==> config.mk <==
export PLATFORM = sky130hd
export DESIGN_NAME = timer16_core
export DESIGN_NICKNAME = d
export VERILOG_FILES = /design/src/inc/timer16_pkg.sv /design/src/timer16_core.sv
export VERILOG_INCLUDE_DIRS = /design/src /design/src/inc
export SDC_FILE = /design/constraint.sdc
export NUM_CORES = 1
export LEC_CHECK = 0
export BUFFER_PORTS_ARGS = -buffer_cell sky130_fd_sc_hd__buf_2
export CORE_ASPECT_RATIO = 2
export CORE_UTILIZATION = 45
export DETAILED_ROUTE_END_ITERATION = 8
export GPL_TIMING_DRIVEN = 1
export PLACE_DENSITY = 0.61
export SETUP_SLACK_MARGIN = 0.2
export SKIP_LAST_GASP = 1
export SLEW_MARGIN = 20
export SYNTH_ARGS = -nofsm -noshare
export SYNTH_HDL_FRONTEND = slang
export SYNTH_SLANG_ARGS = --single-unit
==> constraint.sdc <==
create_clock -name REF_CLK_I -period 3.8 [get_ports REF_CLK_I]
set_input_delay 0.19 -clock REF_CLK_I [delete_from_list [all_inputs] [get_ports REF_CLK_I]]
set_output_delay 0.19 -clock REF_CLK_I [all_outputs]
set_load 0.005 [all_outputs]
==> src/inc/timer16_map.svh <==
// Register map, field positions and fixed values of the timer16 core
// Functional notes
// RULE1 - Latch survives low-byte writes for reuse
// RULE2 - Clock select zero stops the counter
// RULE3 - Low read fills latch; low write loads
// RULE4 - Counter upper byte access hits latch
// RULE5 - Tick clears, increments or decrements counter
// RULE6 - Counter accessible with tick stopped
// RULE7 - Processor write beats counting that cycle
// RULE8 - Waveform mode field sets count sequence
// RULE9 - Overflow flag set per mode, requests interrupt
// RULE10 - Selected source edge copies counter to capture
// RULE11 - Capture flag set in copy cycle
// RULE12 - Capture flag interrupts; ack or one clears
// RULE13 - Capture low read fills latch first
// RULE14 - Capture writable only in capture-top modes
// RULE15 - Comparator select switches capture source
// RULE16 - Sources synchronised; filter adds four cycles
// RULE17 - Filter and edge off in capture-top modes
// RULE18 - Filter changes after four equal samples
// RULE19 - Filter enable bit, runs on system clock
// RULE20 - New capture overwrites unread value
// RULE21 - Capture pin sensed even when driven
// RULE22 - Software toggles edge, clears flag after
// RULE23 - One latch shared by all wide registers
// RULE24 - Bottom at 0x0000, maximum at 0xffff
// RULE25 - Edge select picks rising or falling
`ifndef TIMER16_MAP_SVH
`define TIMER16_MAP_SVH
`define A_CTRLA 4'h0
`define A_CTRLB 4'h1
`define A_CNTL 4'h2
`define A_CNTH 4'h3
`define A_CAPL 4'h4
`define A_CAPH 4'h5
`define A_FLAGS 4'h6
`define A_IMSK 4'h7
`define A_COMPARATOR_CTRL_STATUS 4'h8
`define A_CMPAL 4'h9
`define A_CMPAH 4'ha
`define A_CMPBL 4'hb
`define A_CMPBH 4'hc
`define FL_OVF 0
`define FL_CAP 5
`define AC_SEL 2
`define LO_B 7:0
`define HI_B 15:8
`define R1 1'b0
`define R8 8'h00
`define R16 16'h0000
`define STEP 16'h0001
`define BOTTOM 16'h0000
`define MAXV 16'hffff
`define TOP8 16'h00ff
`define TOP9 16'h01ff
`define TOP10 16'h03ff
`define NF_LEN 4
`define PT_8 0
`define PT_64 1
`define PT_256 2
`define PT_1024 3
`define SY_EXT 0
`define SY_PIN 1
`define SY_CMP 2
`define SY_N 3
`endif

==> src/inc/timer16_pkg.sv <==
// Types shared by the timer16 core
package timer16_pkg;
   typedef enum logic [2:0] {
      CS_STOP = 3'h0, CS_CLK = 3'h1, CS_P8 = 3'h2, CS_P64 = 3'h3,
      CS_P256 = 3'h4, CS_P1024 = 3'h5, CS_EXT_FALL = 3'h6, CS_EXT_RISE = 3'h7
   } clk_sel_e;
   typedef enum logic [3:0] {
      W_NORM = 4'h0, W_PC8 = 4'h1, W_PC9 = 4'h2, W_PC10 = 4'h3,
      W_CTC_A = 4'h4, W_FP8 = 4'h5, W_FP9 = 4'h6, W_FP10 = 4'h7,
      W_PFC_C = 4'h8, W_PFC_A = 4'h9, W_PC_C = 4'ha, W_PC_A = 4'hb,
      W_CTC_C = 4'hc, W_RSV = 4'hd, W_FP_C = 4'he, W_FP_A = 4'hf
   } wgm_e;
   typedef enum logic [1:0] {
      K_NORM = 2'h0, K_CTC = 2'h1, K_FAST = 2'h2, K_DUAL = 2'h3
   } kind_e;
   typedef struct packed {
      logic [5:0] out_mode;
      logic [1:0] wgm_lo;
   } ctrl_a_s;
   typedef struct packed {
      logic nf_en;
      logic edge_rise;
      logic rsvd;
      logic [1:0] wgm_hi;
      clk_sel_e cs;
   } ctrl_b_s;
   typedef struct packed {
      logic wr;
      logic rd;
      logic [3:0] addr;
      logic [7:0] wdata;
   } bus_req_s;
endpackage

==> src/timer16_core.sv <==
// 16-bit timer/counter core with input capture unit
//
// Design decisions made here: the register offsets and the address-and-strobe port.
`timescale 1ns/1ps
`include "timer16_map.svh"

module timer16_core (
   input wire logic REF_CLK_I,
   input wire logic RST_N_I,
   input wire logic [3:0] ADDR_I,
   input wire logic [7:0] WDATA_I,
   input wire logic WR_I,
   input wire logic RD_I,
   output logic [7:0] RDATA_O,
   input wire logic [3:0] PRESCALE_TICK_I,
   input wire logic EXT_COUNT_PIN_I,
   input wire logic CAPTURE_PIN_I,
   input wire logic COMPARATOR_OUTPUT_I,
   input wire logic OVF_IRQ_ACK_I,
   input wire logic CAP_IRQ_ACK_I,
   output logic OVF_IRQ_O,
   output logic CAP_IRQ_O,
   output logic BOTTOM_O,
   output logic MAX_O
);

   // ************************************
   // Declarations
   // ************************************
   timer16_pkg::bus_req_s req;
   timer16_pkg::ctrl_a_s ctrl_a_q, ctrl_a_d;
   timer16_pkg::ctrl_b_s ctrl_b_q, ctrl_b_d;
   timer16_pkg::wgm_e mode;
   timer16_pkg::kind_e kind;
   logic [`SY_N-1:0] s1_q, s1_d, s2_q, s2_d;
   logic ext_q, ext_d, tick;
   logic [15:0] cnt_q, cnt_d, cap_q, cap_d;
   logic [15:0] cmpa_q, cmpa_d, cmpb_q, cmpb_d, top_val;
   logic [7:0] latch_q, latch_d, rdata_q, rdata_d;
   logic dir_q, dir_d, ovf_q, ovf_d, capf_q, capf_d;
   logic ovf_ie_q, ovf_ie_d, cap_ie_q, cap_ie_d;
   logic acsel_q, acsel_d, ovf_set, ovf_clr, cap_clr;
   logic cnt_wr, cap_wr, cap_top, src, level, all_eq;
   logic [`NF_LEN-1:0] nf_q, nf_d;
   logic filt, filt_q, filt_d, prev_q, prev_d, cap_evt;

   // Pack the bus signals
   assign req = '{wr: WR_I, rd: RD_I, addr: ADDR_I, wdata: WDATA_I};

   // ************************************
   // Input synchronisers
   // ************************************
   // Two stages per pin; pin read regardless of port drive
   always_comb begin
      s1_d = {COMPARATOR_OUTPUT_I, CAPTURE_PIN_I, EXT_COUNT_PIN_I}; // [RULE21]
      s2_d = s1_q; // [RULE16]
      ext_d = s2_q[`SY_EXT];
   end

   always_ff @(posedge REF_CLK_I) begin
      if (!RST_N_I) begin
         s1_q <= '0;
         s2_q <= '0;
         ext_q <= `R1;
      end else begin
         s1_q <= s1_d;
         s2_q <= s2_d;
         ext_q <= ext_d;
      end
   end

   // ************************************
   // Mode decode and tick select
   // ************************************
   // Wide mode field split over both control registers
   assign mode = timer16_pkg::wgm_e'({ctrl_b_q.wgm_hi, ctrl_a_q.wgm_lo}); // [RULE8]

   // Top value, sequence kind, capture-top flag
   always_comb begin
      top_val = `MAXV;
      kind = timer16_pkg::K_NORM;
      cap_top = 1'b0;
      unique case (mode)
         timer16_pkg::W_NORM, timer16_pkg::W_RSV: begin
            top_val = `MAXV;
         end
         timer16_pkg::W_PC8: begin
            top_val = `TOP8;
            kind = timer16_pkg::K_DUAL;
         end
         timer16_pkg::W_PC9: begin
            top_val = `TOP9;
            kind = timer16_pkg::K_DUAL;
         end
         timer16_pkg::W_PC10: begin
            top_val = `TOP10;
            kind = timer16_pkg::K_DUAL;
         end
         timer16_pkg::W_FP8: begin
            top_val = `TOP8;
            kind = timer16_pkg::K_FAST;
         end
         timer16_pkg::W_FP9: begin
            top_val = `TOP9;
            kind = timer16_pkg::K_FAST;
         end
         timer16_pkg::W_FP10: begin
            top_val = `TOP10;
            kind = timer16_pkg::K_FAST;
         end
         timer16_pkg::W_CTC_A: begin
            top_val = cmpa_q;
            kind = timer16_pkg::K_CTC;
         end
         timer16_pkg::W_PFC_A, timer16_pkg::W_PC_A: begin
            top_val = cmpa_q;
            kind = timer16_pkg::K_DUAL;
         end
         timer16_pkg::W_FP_A: begin
            top_val = cmpa_q;
            kind = timer16_pkg::K_FAST;
         end
         timer16_pkg::W_CTC_C: begin
            top_val = cap_q;
            kind = timer16_pkg::K_CTC;
            cap_top = 1'b1;
         end
         timer16_pkg::W_PFC_C, timer16_pkg::W_PC_C: begin
            top_val = cap_q;
            kind = timer16_pkg::K_DUAL;
            cap_top = 1'b1;
         end
         timer16_pkg::W_FP_C: begin
            top_val = cap_q;
            kind = timer16_pkg::K_FAST;
            cap_top = 1'b1;
         end
      endcase
   end

   // Timer tick from the selected source
   always_comb begin
      unique case (ctrl_b_q.cs)
         timer16_pkg::CS_STOP: tick = 1'b0; // [RULE2]
         timer16_pkg::CS_CLK: tick = 1'b1;
         timer16_pkg::CS_P8: tick = PRESCALE_TICK_I[`PT_8];
         timer16_pkg::CS_P64: tick = PRESCALE_TICK_I[`PT_64];
         timer16_pkg::CS_P256: tick = PRESCALE_TICK_I[`PT_256];
         timer16_pkg::CS_P1024: tick = PRESCALE_TICK_I[`PT_1024];
         timer16_pkg::CS_EXT_FALL: tick = ext_q & ~s2_q[`SY_EXT];
         timer16_pkg::CS_EXT_RISE: tick = ~ext_q & s2_q[`SY_EXT];
      endcase
   end

   // ************************************
   // Counter unit
   // ************************************
   assign cnt_wr = req.wr && (req.addr == `A_CNTL);

   // Next count, direction and overflow event
   always_comb begin
      cnt_d = cnt_q;
      dir_d = dir_q;
      ovf_set = 1'b0;
      if (tick) begin
         unique case (kind)
            timer16_pkg::K_NORM: begin
               cnt_d = cnt_q + `STEP; // [RULE5]
               ovf_set = (cnt_q == `MAXV); // [RULE9]
               dir_d = 1'b0;
            end
            timer16_pkg::K_CTC: begin
               cnt_d = (cnt_q == top_val) ? `BOTTOM : cnt_q + `STEP; // [RULE5]
               ovf_set = (cnt_q == `MAXV); // [RULE9]
               dir_d = 1'b0;
            end
            timer16_pkg::K_FAST: begin
               cnt_d = (cnt_q == top_val) ? `BOTTOM : cnt_q + `STEP;
               ovf_set = (cnt_q == top_val); // [RULE9]
               dir_d = 1'b0;
            end
            timer16_pkg::K_DUAL: begin
               if (!dir_q) begin
                  if (cnt_q >= top_val) begin
                     dir_d = 1'b1;
                     cnt_d = cnt_q - `STEP; // [RULE5]
                  end else begin
                     cnt_d = cnt_q + `STEP;
                  end
               end else if (cnt_q == `BOTTOM) begin
                  dir_d = 1'b0;
                  cnt_d = cnt_q + `STEP;
                  ovf_set = 1'b1; // [RULE9]
               end else begin
                  cnt_d = cnt_q - `STEP;
               end
            end
         endcase
      end
      // Processor write wins, tick or not
      if (cnt_wr) begin
         cnt_d = {latch_q, req.wdata}; // [RULE3] [RULE6] [RULE7]
      end
   end

   always_ff @(posedge REF_CLK_I) begin
      if (!RST_N_I) begin
         cnt_q <= `R16;
         dir_q <= `R1;
      end else begin
         cnt_q <= cnt_d;
         dir_q <= dir_d;
      end
   end

   // Bottom and maximum indications
   assign BOTTOM_O = (cnt_q == `BOTTOM); // [RULE24]
   assign MAX_O = (cnt_q == `MAXV); // [RULE24]

   // ************************************
   // Input capture path
   // ************************************
   // Source mux, four-sample filter, edge detector
   always_comb begin
      src = acsel_q ? s2_q[`SY_CMP] : s2_q[`SY_PIN]; // [RULE15] [RULE16]
      all_eq = (&nf_q) | ~(|nf_q); // [RULE18]
      filt = all_eq ? nf_q[0] : filt_q;
      level = ctrl_b_q.nf_en ? filt : src; // [RULE19]
      nf_d = cap_top ? nf_q : {nf_q[`NF_LEN-2:0], src}; // [RULE17]
      filt_d = cap_top ? filt_q : filt;
      prev_d = cap_top ? prev_q : level;
      cap_evt = !cap_top && (level != prev_q) && (level == ctrl_b_q.edge_rise); // [RULE25]
   end

   always_ff @(posedge REF_CLK_I) begin
      if (!RST_N_I) begin
         nf_q <= '0;
         filt_q <= `R1;
         prev_q <= `R1;
      end else begin
         nf_q <= nf_d;
         filt_q <= filt_d;
         prev_q <= prev_d;
      end
   end

   // ************************************
   // Register file and shared latch
   // ************************************
   assign cap_wr = req.wr && (req.addr == `A_CAPL) && cap_top;

   // Writes, reads and flag updates
   always_comb begin
      ctrl_a_d = ctrl_a_q;
      ctrl_b_d = ctrl_b_q;
      cmpa_d = cmpa_q;
      cmpb_d = cmpb_q;
      latch_d = latch_q;
      acsel_d = acsel_q;
      ovf_ie_d = ovf_ie_q;
      cap_ie_d = cap_ie_q;
      rdata_d = `R8;
      ovf_clr = OVF_IRQ_ACK_I;
      cap_clr = CAP_IRQ_ACK_I;
      cap_d = cap_q;
      if (req.wr) begin
         unique case (req.addr)
            `A_CTRLA: ctrl_a_d = timer16_pkg::ctrl_a_s'(req.wdata);
            `A_CTRLB: begin
               ctrl_b_d = timer16_pkg::ctrl_b_s'(req.wdata);
               ctrl_b_d.rsvd = 1'b0;
            end
            `A_CNTH, `A_CAPH, `A_CMPAH, `A_CMPBH: latch_d = req.wdata; // [RULE4] [RULE23]
            `A_CAPL: begin
               if (cap_top) begin
                  cap_d = {latch_q, req.wdata}; // [RULE14]
               end
            end
            `A_CMPAL: cmpa_d = {latch_q, req.wdata}; // [RULE23]
            `A_CMPBL: cmpb_d = {latch_q, req.wdata};
            `A_FLAGS: begin
               ovf_clr = OVF_IRQ_ACK_I | req.wdata[`FL_OVF];
               cap_clr = CAP_IRQ_ACK_I | req.wdata[`FL_CAP]; // [RULE12]
            end
            `A_IMSK: begin
               ovf_ie_d = req.wdata[`FL_OVF];
               cap_ie_d = req.wdata[`FL_CAP];
            end
            `A_COMPARATOR_CTRL_STATUS: acsel_d = req.wdata[`AC_SEL]; // [RULE15]
            default: ;
         endcase
      end
      if (req.rd) begin
         unique case (req.addr)
            `A_CTRLA: rdata_d = ctrl_a_q;
            `A_CTRLB: rdata_d = ctrl_b_q;
            `A_CNTL: begin
               rdata_d = cnt_q[`LO_B];
               latch_d = cnt_q[`HI_B]; // [RULE3]
            end
            `A_CNTH, `A_CAPH: rdata_d = latch_q; // [RULE4] [RULE13]
            `A_CAPL: begin
               rdata_d = cap_q[`LO_B];
               latch_d = cap_q[`HI_B]; // [RULE13]
            end
            `A_CMPAL: rdata_d = cmpa_q[`LO_B];
            `A_CMPAH: rdata_d = cmpa_q[`HI_B];
            `A_CMPBL: rdata_d = cmpb_q[`LO_B];
            `A_CMPBH: rdata_d = cmpb_q[`HI_B];
            `A_FLAGS: begin
               rdata_d[`FL_OVF] = ovf_q;
               rdata_d[`FL_CAP] = capf_q;
            end
            `A_IMSK: begin
               rdata_d[`FL_OVF] = ovf_ie_q;
               rdata_d[`FL_CAP] = cap_ie_q;
            end
            `A_COMPARATOR_CTRL_STATUS: rdata_d[`AC_SEL] = acsel_q;
            default: ;
         endcase
      end
      // Capture overwrites any unread value
      if (cap_evt) begin
         cap_d = cnt_q; // [RULE10] [RULE20]
      end
      // Hardware set beats any clear
      ovf_d = ovf_set | (ovf_q & ~ovf_clr); // [RULE9]
      capf_d = cap_evt | (capf_q & ~cap_clr); // [RULE11] [RULE12]
   end

   always_ff @(posedge REF_CLK_I) begin
      if (!RST_N_I) begin
         ctrl_a_q <= timer16_pkg::ctrl_a_s'(`R8);
         ctrl_b_q <= timer16_pkg::ctrl_b_s'(`R8);
         cap_q <= `R16;
         cmpa_q <= `R16;
         cmpb_q <= `R16;
         latch_q <= `R8;
         rdata_q <= `R8;
         acsel_q <= `R1;
         ovf_q <= `R1;
         capf_q <= `R1;
         ovf_ie_q <= `R1;
         cap_ie_q <= `R1;
      end else begin
         ctrl_a_q <= ctrl_a_d;
         ctrl_b_q <= ctrl_b_d;
         cap_q <= cap_d;
         cmpa_q <= cmpa_d;
         cmpb_q <= cmpb_d;
         latch_q <= latch_d; // [RULE1]
         rdata_q <= rdata_d;
         acsel_q <= acsel_d;
         ovf_q <= ovf_d;
         capf_q <= capf_d;
         ovf_ie_q <= ovf_ie_d;
         cap_ie_q <= cap_ie_d;
      end
   end

   // Outputs
   assign RDATA_O = rdata_q;
   assign OVF_IRQ_O = ovf_q & ovf_ie_q; // [RULE9]
   assign CAP_IRQ_O = capf_q & cap_ie_q; // [RULE12]
endmodule // timer16_core

==> metrics.yaml, run 1 <==
outcome:
  outcome: "completed"
global_routing:
  grt_pass1_vias: 7111
  grt_overflow_total: 0
  grt_usage: 0.325
  grt_pass1_wl_microns: 40600
  grt_max_degree: 78
  grt_antenna_before_repair: 0
critical_path:
  cp_num_buf_inv: 2
  critical-path-max-stage-delay_ps: 350
  critPathArrivalTime_ps: 3580
  critPathCaptureType: "flip-flop"
  path_delay_family: "compound AO/OA/AOI/OAI gates"
  required_ps: 4080
  reg2reg_to: "cnt_q[11]"
  r2r.worst_path.cells: 15
  crit_chain: "or2_2 -> o31ai_2 -> buf_4 -> a22o_1 -> nor2_1 -> ha_1 -> nand4_1 -> nor3_1 -> o21bai_1 -> and2_1 -> a31oi_1 -> buf_4 -> a21oi_1 -> o32ai_1 -> a221oi_1"
  start_kind: "flip-flop"
  cpMostUsedCell: "buf_4"
  reg2reg_from: "ctrl_a_q[1]"
  worstPathMaxFanout: 12
  rrSetupSlack_ps: 500
  crit_type: "reg2reg"
  crit_slowest_cell: "or2_2"
job:
  maxCapViolations: 0
die:
  initial_core_util: 0.460
  die_x_microns: 91.5
  pin_count: 37
  core_area_sq_um: 15700
  rows: 65
  fp.dieH_microns: 181
  dieArea_sq_um: 16600
cells_and_area:
  final_cells: 1145
  mostFrequentLayoutCells: "139 x nand2_1, 113 x dfxtp_1, 59 x nor2_1, 59 x a21oi_1, 55 x mux2i_1"
  final_nets: 978
  design_area_sq_um: 8270
  diodes: 0
  syn_to_final_growth_pct: 14.6
  seqCellArea_sq_um: 2280
  final_common_cell: "nand2_1"
  layout-drive-gt1-share: 0.137
  fill_cells: 1521
  multi_input_area_sq_um: 4600
synthesis:
  synth_seq_cells: 114
  async_flop_share: 0
  synth_cell_type_count: 63
  syn_inst: 920
  synth_edf_count: 0
  synth_fp_nets: 967
  synth_seq_area_share: 0.316
  syn-cell-area_sq_um: 7220
  synth_flop_cell: "dfxtp_1"
  avgSynthCellArea_sq_um: 7.84
  yosysWarnings: 0
sta:
  slew_headroom: 0.294
  rsz0062_at_grt: "true"
  fin_crit_ps: 3300
  finalSetupTns_ps: 0
  worst_slew_pin_slew_ps: 1060
  finalHoldViolations: 0
  final_max_slew_viol_count: 0
  final-setup-viol-count: 0
  skew_ps: 9.55
  min_period_over_period: 0.867
  fmax_mhz: 303
power:
  power_density_nw_per_um2: 407
  ir_drop_v: 0.000218
  power.leakage_nw: 3.35
routing:
  vias: 7162
  drtIter0Drc: 609
  route.detailed.drc: 0
  route.detailed.wl_per_inst_microns: 22.9
  ant_nets: 0
  drt_pass1_iterations: 6
  vias_per_cell: 6.26
  wirelength_microns: 26200
place:
  routabilityCongestion: 0.959
  placed_area_sq_um: 7580
  hpwl_microns: 18800
  port_buffers: 36
  dp.cells: 1110
cts:
  cts_buffers: 17
  cts_setup_buffers: 0
  cts_tree: "done"
  htree_num_levels: 4
  clk_pin_slew_worst_paths_ps: 60
  cts_buffer_depth: 2
  cts_root_buf: "clkbuf_16"
  worstSkewPairLatency_ps: 420
  cts.sinks: 114
worst_hold_path:
  hp-class: "in2reg"
  whs_endpoint: "capf_q"
  hold_depth: 3
  worstHoldStart: "CAP_IRQ_ACK_I"
worst max-delay path by stage:
stage / from / end / slack, ps / cells past startpoint
floorplan: ctrl_a_q[0] / cnt_q[8] / 340 / 14
global placement: ctrl_b_q[3] / cnt_q[6] / 360 / 15
detailed placement: ctrl_b_q[3] / cnt_q[11] / 300 / 15
CTS: ctrl_b_q[3] / cnt_q[11] / 270 / 15
global route: ctrl_a_q[1] / cnt_q[11] / 200 / 15
finish: ctrl_a_q[1] / cnt_q[11] / 500 / 15
routing by layer:
layer	track usage	wire length, microns	vias to the layer above
li1	-	-	3351
met1	0.327	9220	3411
met2	0.594	13600	298
met3	0.0589	1500	102
met4	0.222	1830	0
met5	0	0	-
where the power goes:
part / total, W / internal, W / leakage, nW / switching (W)
clock network: 0.00174 / 0.00116 / 0.313 / 0.000578
logic: 0.000357 / 0.000133 / 2.12 / 0.000224
registers: 0.00126 / 0.00122 / 0.923 / 0.0000413
flip-flops by register name (all words and copies together), names as in the netlist, 3 cells and up:
name and count:
nf_q 4, cnt_q 16, s1_q 3, cap_q 16, cmpb_q 16, s2_q 3, RDATA_O 8, ctrl_a_q 8
ctrl_b_q 7, cmpa_q 16, latch_q 8
tightest hold or removal path, cell delays in order:
cell      delay [ps]
buf_2             80
nand3b_1          90
a21oi_1           60
kinds of logic (layout without fill, tap and decap cells):
logic type      after synthesis  count (layout)  synth area share
simple gates                345             345             0.228
compound gates              271             271             0.257
flops                       114             114             0.316
buf+inv                      88             112            0.0492
mux                          68              68            0.0966
fa+ha+maj                    22              22            0.0381
xor+xnor                     12              12            0.0146
Yosys cell counts (3+ instances only):
library cell / count / share of area
nor2_1: 60 / 0.031
a21boi_0: 33 / 0.034
o32ai_1: 4 / 0.0049
dfxtp_1: 114 / 0.32
a32oi_1: 7 / 0.0085
or3_1: 6 / 0.0052
and3_1: 7 / 0.0061
o211a_1: 16 / 0.022
a21oi_1: 59 / 0.041
xor2_1: 7 / 0.0085
o21ai_1: 5 / 0.0035
nor2b_1: 25 / 0.022
or2_2: 5 / 0.0043
nor3b_1: 5 / 0.0052
nand4_1: 9 / 0.0078
o31ai_1: 6 / 0.0062
buf_6: 3 / 0.0047
o22ai_1: 12 / 0.010
o21ai_0: 45 / 0.031
a221oi_1: 6 / 0.0073
mux2_2: 12 / 0.019
buf_1: 7 / 0.0036
nand2_1: 140 / 0.073
a22oi_1: 14 / 0.015
mux2i_1: 55 / 0.076
or4_1: 3 / 0.0031
nand3_1: 25 / 0.017
o211ai_1: 7 / 0.0073
a21o_1: 4 / 0.0042
xnor2_1: 5 / 0.0061
nor3_1: 18 / 0.012
nand2b_1: 12 / 0.010
o21bai_1: 4 / 0.0042
a31oi_1: 14 / 0.012
a211oi_1: 8 / 0.0083
ha_1: 22 / 0.038
nand3b_1: 5 / 0.0052
a22o_1: 9 / 0.011
inv_1: 10 / 0.0052
and2_1: 15 / 0.013
a221o_1: 4 / 0.0055
nor4_1: 3 / 0.0026
clkbuf_1: 66 / 0.034
through the flow:
step                      setup WS [ps]  total power, W  hold WS (ps)   util
final                               504         0.00336          38.2  0.527
after global routing                199         0.00347          64.0  0.527
after CTS                           269         0.00337          29.0  0.526
after detailed placement            299         0.00164           398  0.483
after global placement              363         0.00163           399  0.483
after floorplan                     336         0.00150           317      -
layout make-up:
type | count | area share
tap | 201 | 0.0304
timing repair buffer | 70 | 0.0560
inverter | 10 | 0.00454
multi-input combinational | 718 | 0.556
clock inverter | 9 | 0.0183
clock buffer | 23 | 0.0590
sequential | 114 | 0.276
repair_timing:
| action | 4_1_cts | 5_1_grt |
|---|---|---|
| endpoints found under the hold margin | 3 | 0 |
| gates resized for setup | 0 | 7 |
| hold buffers | 3 | 0 |
| endpoints found under the setup margin | 0 | 14 |
(Power assumes the default switching activity.)
==> inputs of run 2 (changes only) <==
--- a/config.mk
+++ b/config.mk
@@ -6,9 +6,11 @@
 export SDC_FILE = /design/constraint.sdc
 export NUM_CORES = 1
 export LEC_CHECK = 0
+export ABC_AREA = 1
 export BUFFER_PORTS_ARGS = -buffer_cell sky130_fd_sc_hd__buf_2
 export CORE_ASPECT_RATIO = 2
 export CORE_UTILIZATION = 45
+export CTS_BUF_LIST = sky130_fd_sc_hd__clkbuf_8
 export DETAILED_ROUTE_END_ITERATION = 8
 export GPL_TIMING_DRIVEN = 1
 export PLACE_DENSITY = 0.61
==> run 2 against run 1 <==
Against the previous run: flip-flop and latch count unchanged; final area decreased by 8.2%; register-to-register slack about the same; synthesized cell count increased by 12%; global-route usage increased by 1.6 points; via count increased by 0.82%; first-iteration DRC count decreased by 27%; sequential power about the same; non-clock buffer count decreased by 17; combinational power increased by 23%; sequential share of layout area increased by 2.4 points; clock power decreased by 33%.
==> metrics.yaml, run 2 <==
outcome:
  outcome: "completed"
cts:
  htree_num_levels: 4
  cts_buffers: 17
  worstSkewPairLatency_ps: 460
  clk_pin_slew_worst_paths_ps: 80
  cts_buffer_depth: 2
  cts.sinks: 114
  cts_tree: "done"
  cts_root_buf: "clkbuf_8"
synthesis:
  synth_seq_area_share: 0.332
  yosysTopAreaCell: "dfxtp_1"
  avgSynthCellArea_sq_um: 6.67
  synth_flop_cell: "dfxtp_1"
  synth_cell_type_count: 49
  syn-cell-area_sq_um: 6880
  synth_fp_nets: 1078
  synth_top_cell_area_share: 0.332
  ys_top_cells_by_count: "210 x nand2_1, 144 x inv_1, 114 x dfxtp_1, 100 x nor2_1, 85 x a21oi_1"
  syn_inst: 1031
  synth.most_common_cell: "nand2_1"
  yosysWarnings: 0
  synth_seq_cells: 114
  yosys-top-cells-area: "dfxtp_1 33%, nand2_1 11%, inv_1 7.9%, a21oi_1 6.2%, o21ai_0 6.0%"
  async_flop_share: 0
  synth_edf_count: 0
cells_and_area:
  fill_cells: 1589
  final_common_cell: "nand2_1"
  layout-drive-gt1-share: 0.0991
  syn_to_final_growth_pct: 10.4
  final_nets: 1104
  diodes: 0
  mostFrequentLayoutCells: "210 x nand2_1, 144 x inv_1, 114 x dfxtp_1"
critical_path:
  required_ps: 4210
  critPathArrivalTime_ps: 3710
  cp_num_buf_inv: 4
  reg2reg_from: "ctrl_a_q[1]"
  worstPathMaxFanout: 9
  path_delay_family: "simple AND/OR/NAND/NOR gates"
  critical-path-max-stage-delay_ps: 370
  r2r.worst_path.cells: 21
  start_kind: "flip-flop"
  crit_chain: "nor2_1 -> nand2_1 -> inv_1 -> nand2_1 -> o21ai_1 -> a21oi_1 -> buf_4 -> a221oi_1 -> ha_1 -> nand2_1 -> nor2_1 -> inv_1 -> a21oi_1 -> nor2_1 -> nand2_2 -> nand3_1 -> nand2_1 -> nand3_1 -> nand3_1 -> nand3_1 -> inv_1"
  critPathCaptureType: "flip-flop"
  rrSetupSlack_ps: 500
  crit_slowest_cell: "dfxtp_1"
  reg2reg_to: "cnt_q[10]"
  crit_type: "reg2reg"
routing:
  route.detailed.drc: 0
  vias_per_cell: 5.71
  vias: 7221
  route.detailed.wl_per_inst_microns: 20.3
  drt_pass1_iterations: 5
  ant_nets: 0
  drtIter0Drc: 447
  wirelength_microns: 25600
global_routing:
  grt_overflow_total: 0
  grt_max_degree: 47
  grt_pass1_vias: 6849
  grt_pass1_wl_microns: 38700
  grt_antenna_before_repair: 0
  grt_usage: 0.341
die:
  pin_count: 37
  dieArea_sq_um: 15800
  core_area_sq_um: 14900
  die_x_microns: 89.4
  rows: 63
  initial_core_util: 0.462
  fp.dieH_microns: 177
power:
  power.leakage_nw: 3.22
  ir_drop_v: 0.000186
  power_density_nw_per_um2: 381
  p_total_w: 0.00289
place:
  place_ws_ps: 492
  port_buffers: 36
  routabilityCongestion: 0.968
  hpwl_microns: 19100
worst_hold_path:
  worstHoldStart: "RD_I"
  hold_depth: 3
  hp-class: "in2reg"
  whs_endpoint: "latch_q[2]"
sta:
  worst_slew_pin_slew_ps: 947
  skew_ps: 10.1
  final-setup-viol-count: 0
  finalHoldViolations: 0
  setup_ws_ps: 500
  slew_headroom: 0.369
  finalSetupTns_ps: 0
  final_max_slew_viol_count: 0
  fin_crit_ps: 3300
  fmax_mhz: 303
  rsz0062_at_grt: "false"
  min_period_over_period: 0.868
job:
  maxCapViolations: 0
==> run 2: stage by stage <==
stage          hold WS (ps)   util  cells  instance area [sq um]
2_1_floorplan           288      -   1031                   6880
3_3_place_gp            370  0.480   1228                   7150
3_5_place_dp            378  0.480   1228                   7150
4_1_cts                96.4  0.510   1265                   7600
5_1_grt                 114  0.510   1265                   7600
6_report                126  0.510   1265                   7600
==> run 2: cells by family (layout without fill, tap and decap cells) <==
| logic type | Yosys count | after routing | synth area share |
|---|---|---|---|
| compound gates | 263 | 263 | 0.222 |
| simple gates | 422 | 422 | 0.270 |
| xor+xnor | 16 | 16 | 0.0204 |
| flops | 114 | 114 | 0.332 |
| fa+ha+maj | 22 | 22 | 0.0400 |
| buf+inv | 194 | 233 | 0.116 |
==> run 2: worst max path at each step <==
stage,start,to,slack (ps),cells past startpoint
3_3_place_gp,ctrl_a_q[0],cnt_q[15],510,21
5_1_grt,ctrl_a_q[1],cnt_q[15],210,21
3_5_place_dp,ctrl_a_q[0],cnt_q[15],490,21
2_1_floorplan,ctrl_a_q[0],cnt_q[15],1060,21
6_report,ctrl_a_q[1],cnt_q[10],500,21
4_1_cts,ctrl_a_q[0],cnt_q[15],460,21
==> run 2: area by class of cell <==
type                       instances  area [sq um]  share of cell area
clock inverter                    15           161              0.0212
tap                              195           244              0.0321
clock buffer                      17           234              0.0308
sequential                       114          2280               0.300
multi-input combinational        723          3800               0.500
inverter                         148           556              0.0731
timing repair buffer              53           320              0.0422
==> run 2: layer usage <==
layer  GRT usage  part of all wire  vias up
li1            -                 -     3483
met2       0.581              0.50      288
met5           0                 0        -
met4       0.290             0.093        0
met1       0.335              0.35     3334
met3      0.0807             0.053      116
==> run 2: worst min-delay path: stages <==
cell     delay [ps]
buf_2           180
nand3_1         110
o31ai_1          60
==> run 2: power breakdown <==
part	internal [W]	switching, W	total, W
sequential	0.00124	0.0000504	0.00129
clock	0.000586	0.000576	0.00116
combinational	0.000139	0.000302	0.000440
==> run 2: repair_timing <==
item,in CTS,in global routing
hold buffers,5,0
buffers inserted,0,0
setup endpoints to repair,0,13
resized for setup,0,1
hold endpoints to repair,5,0
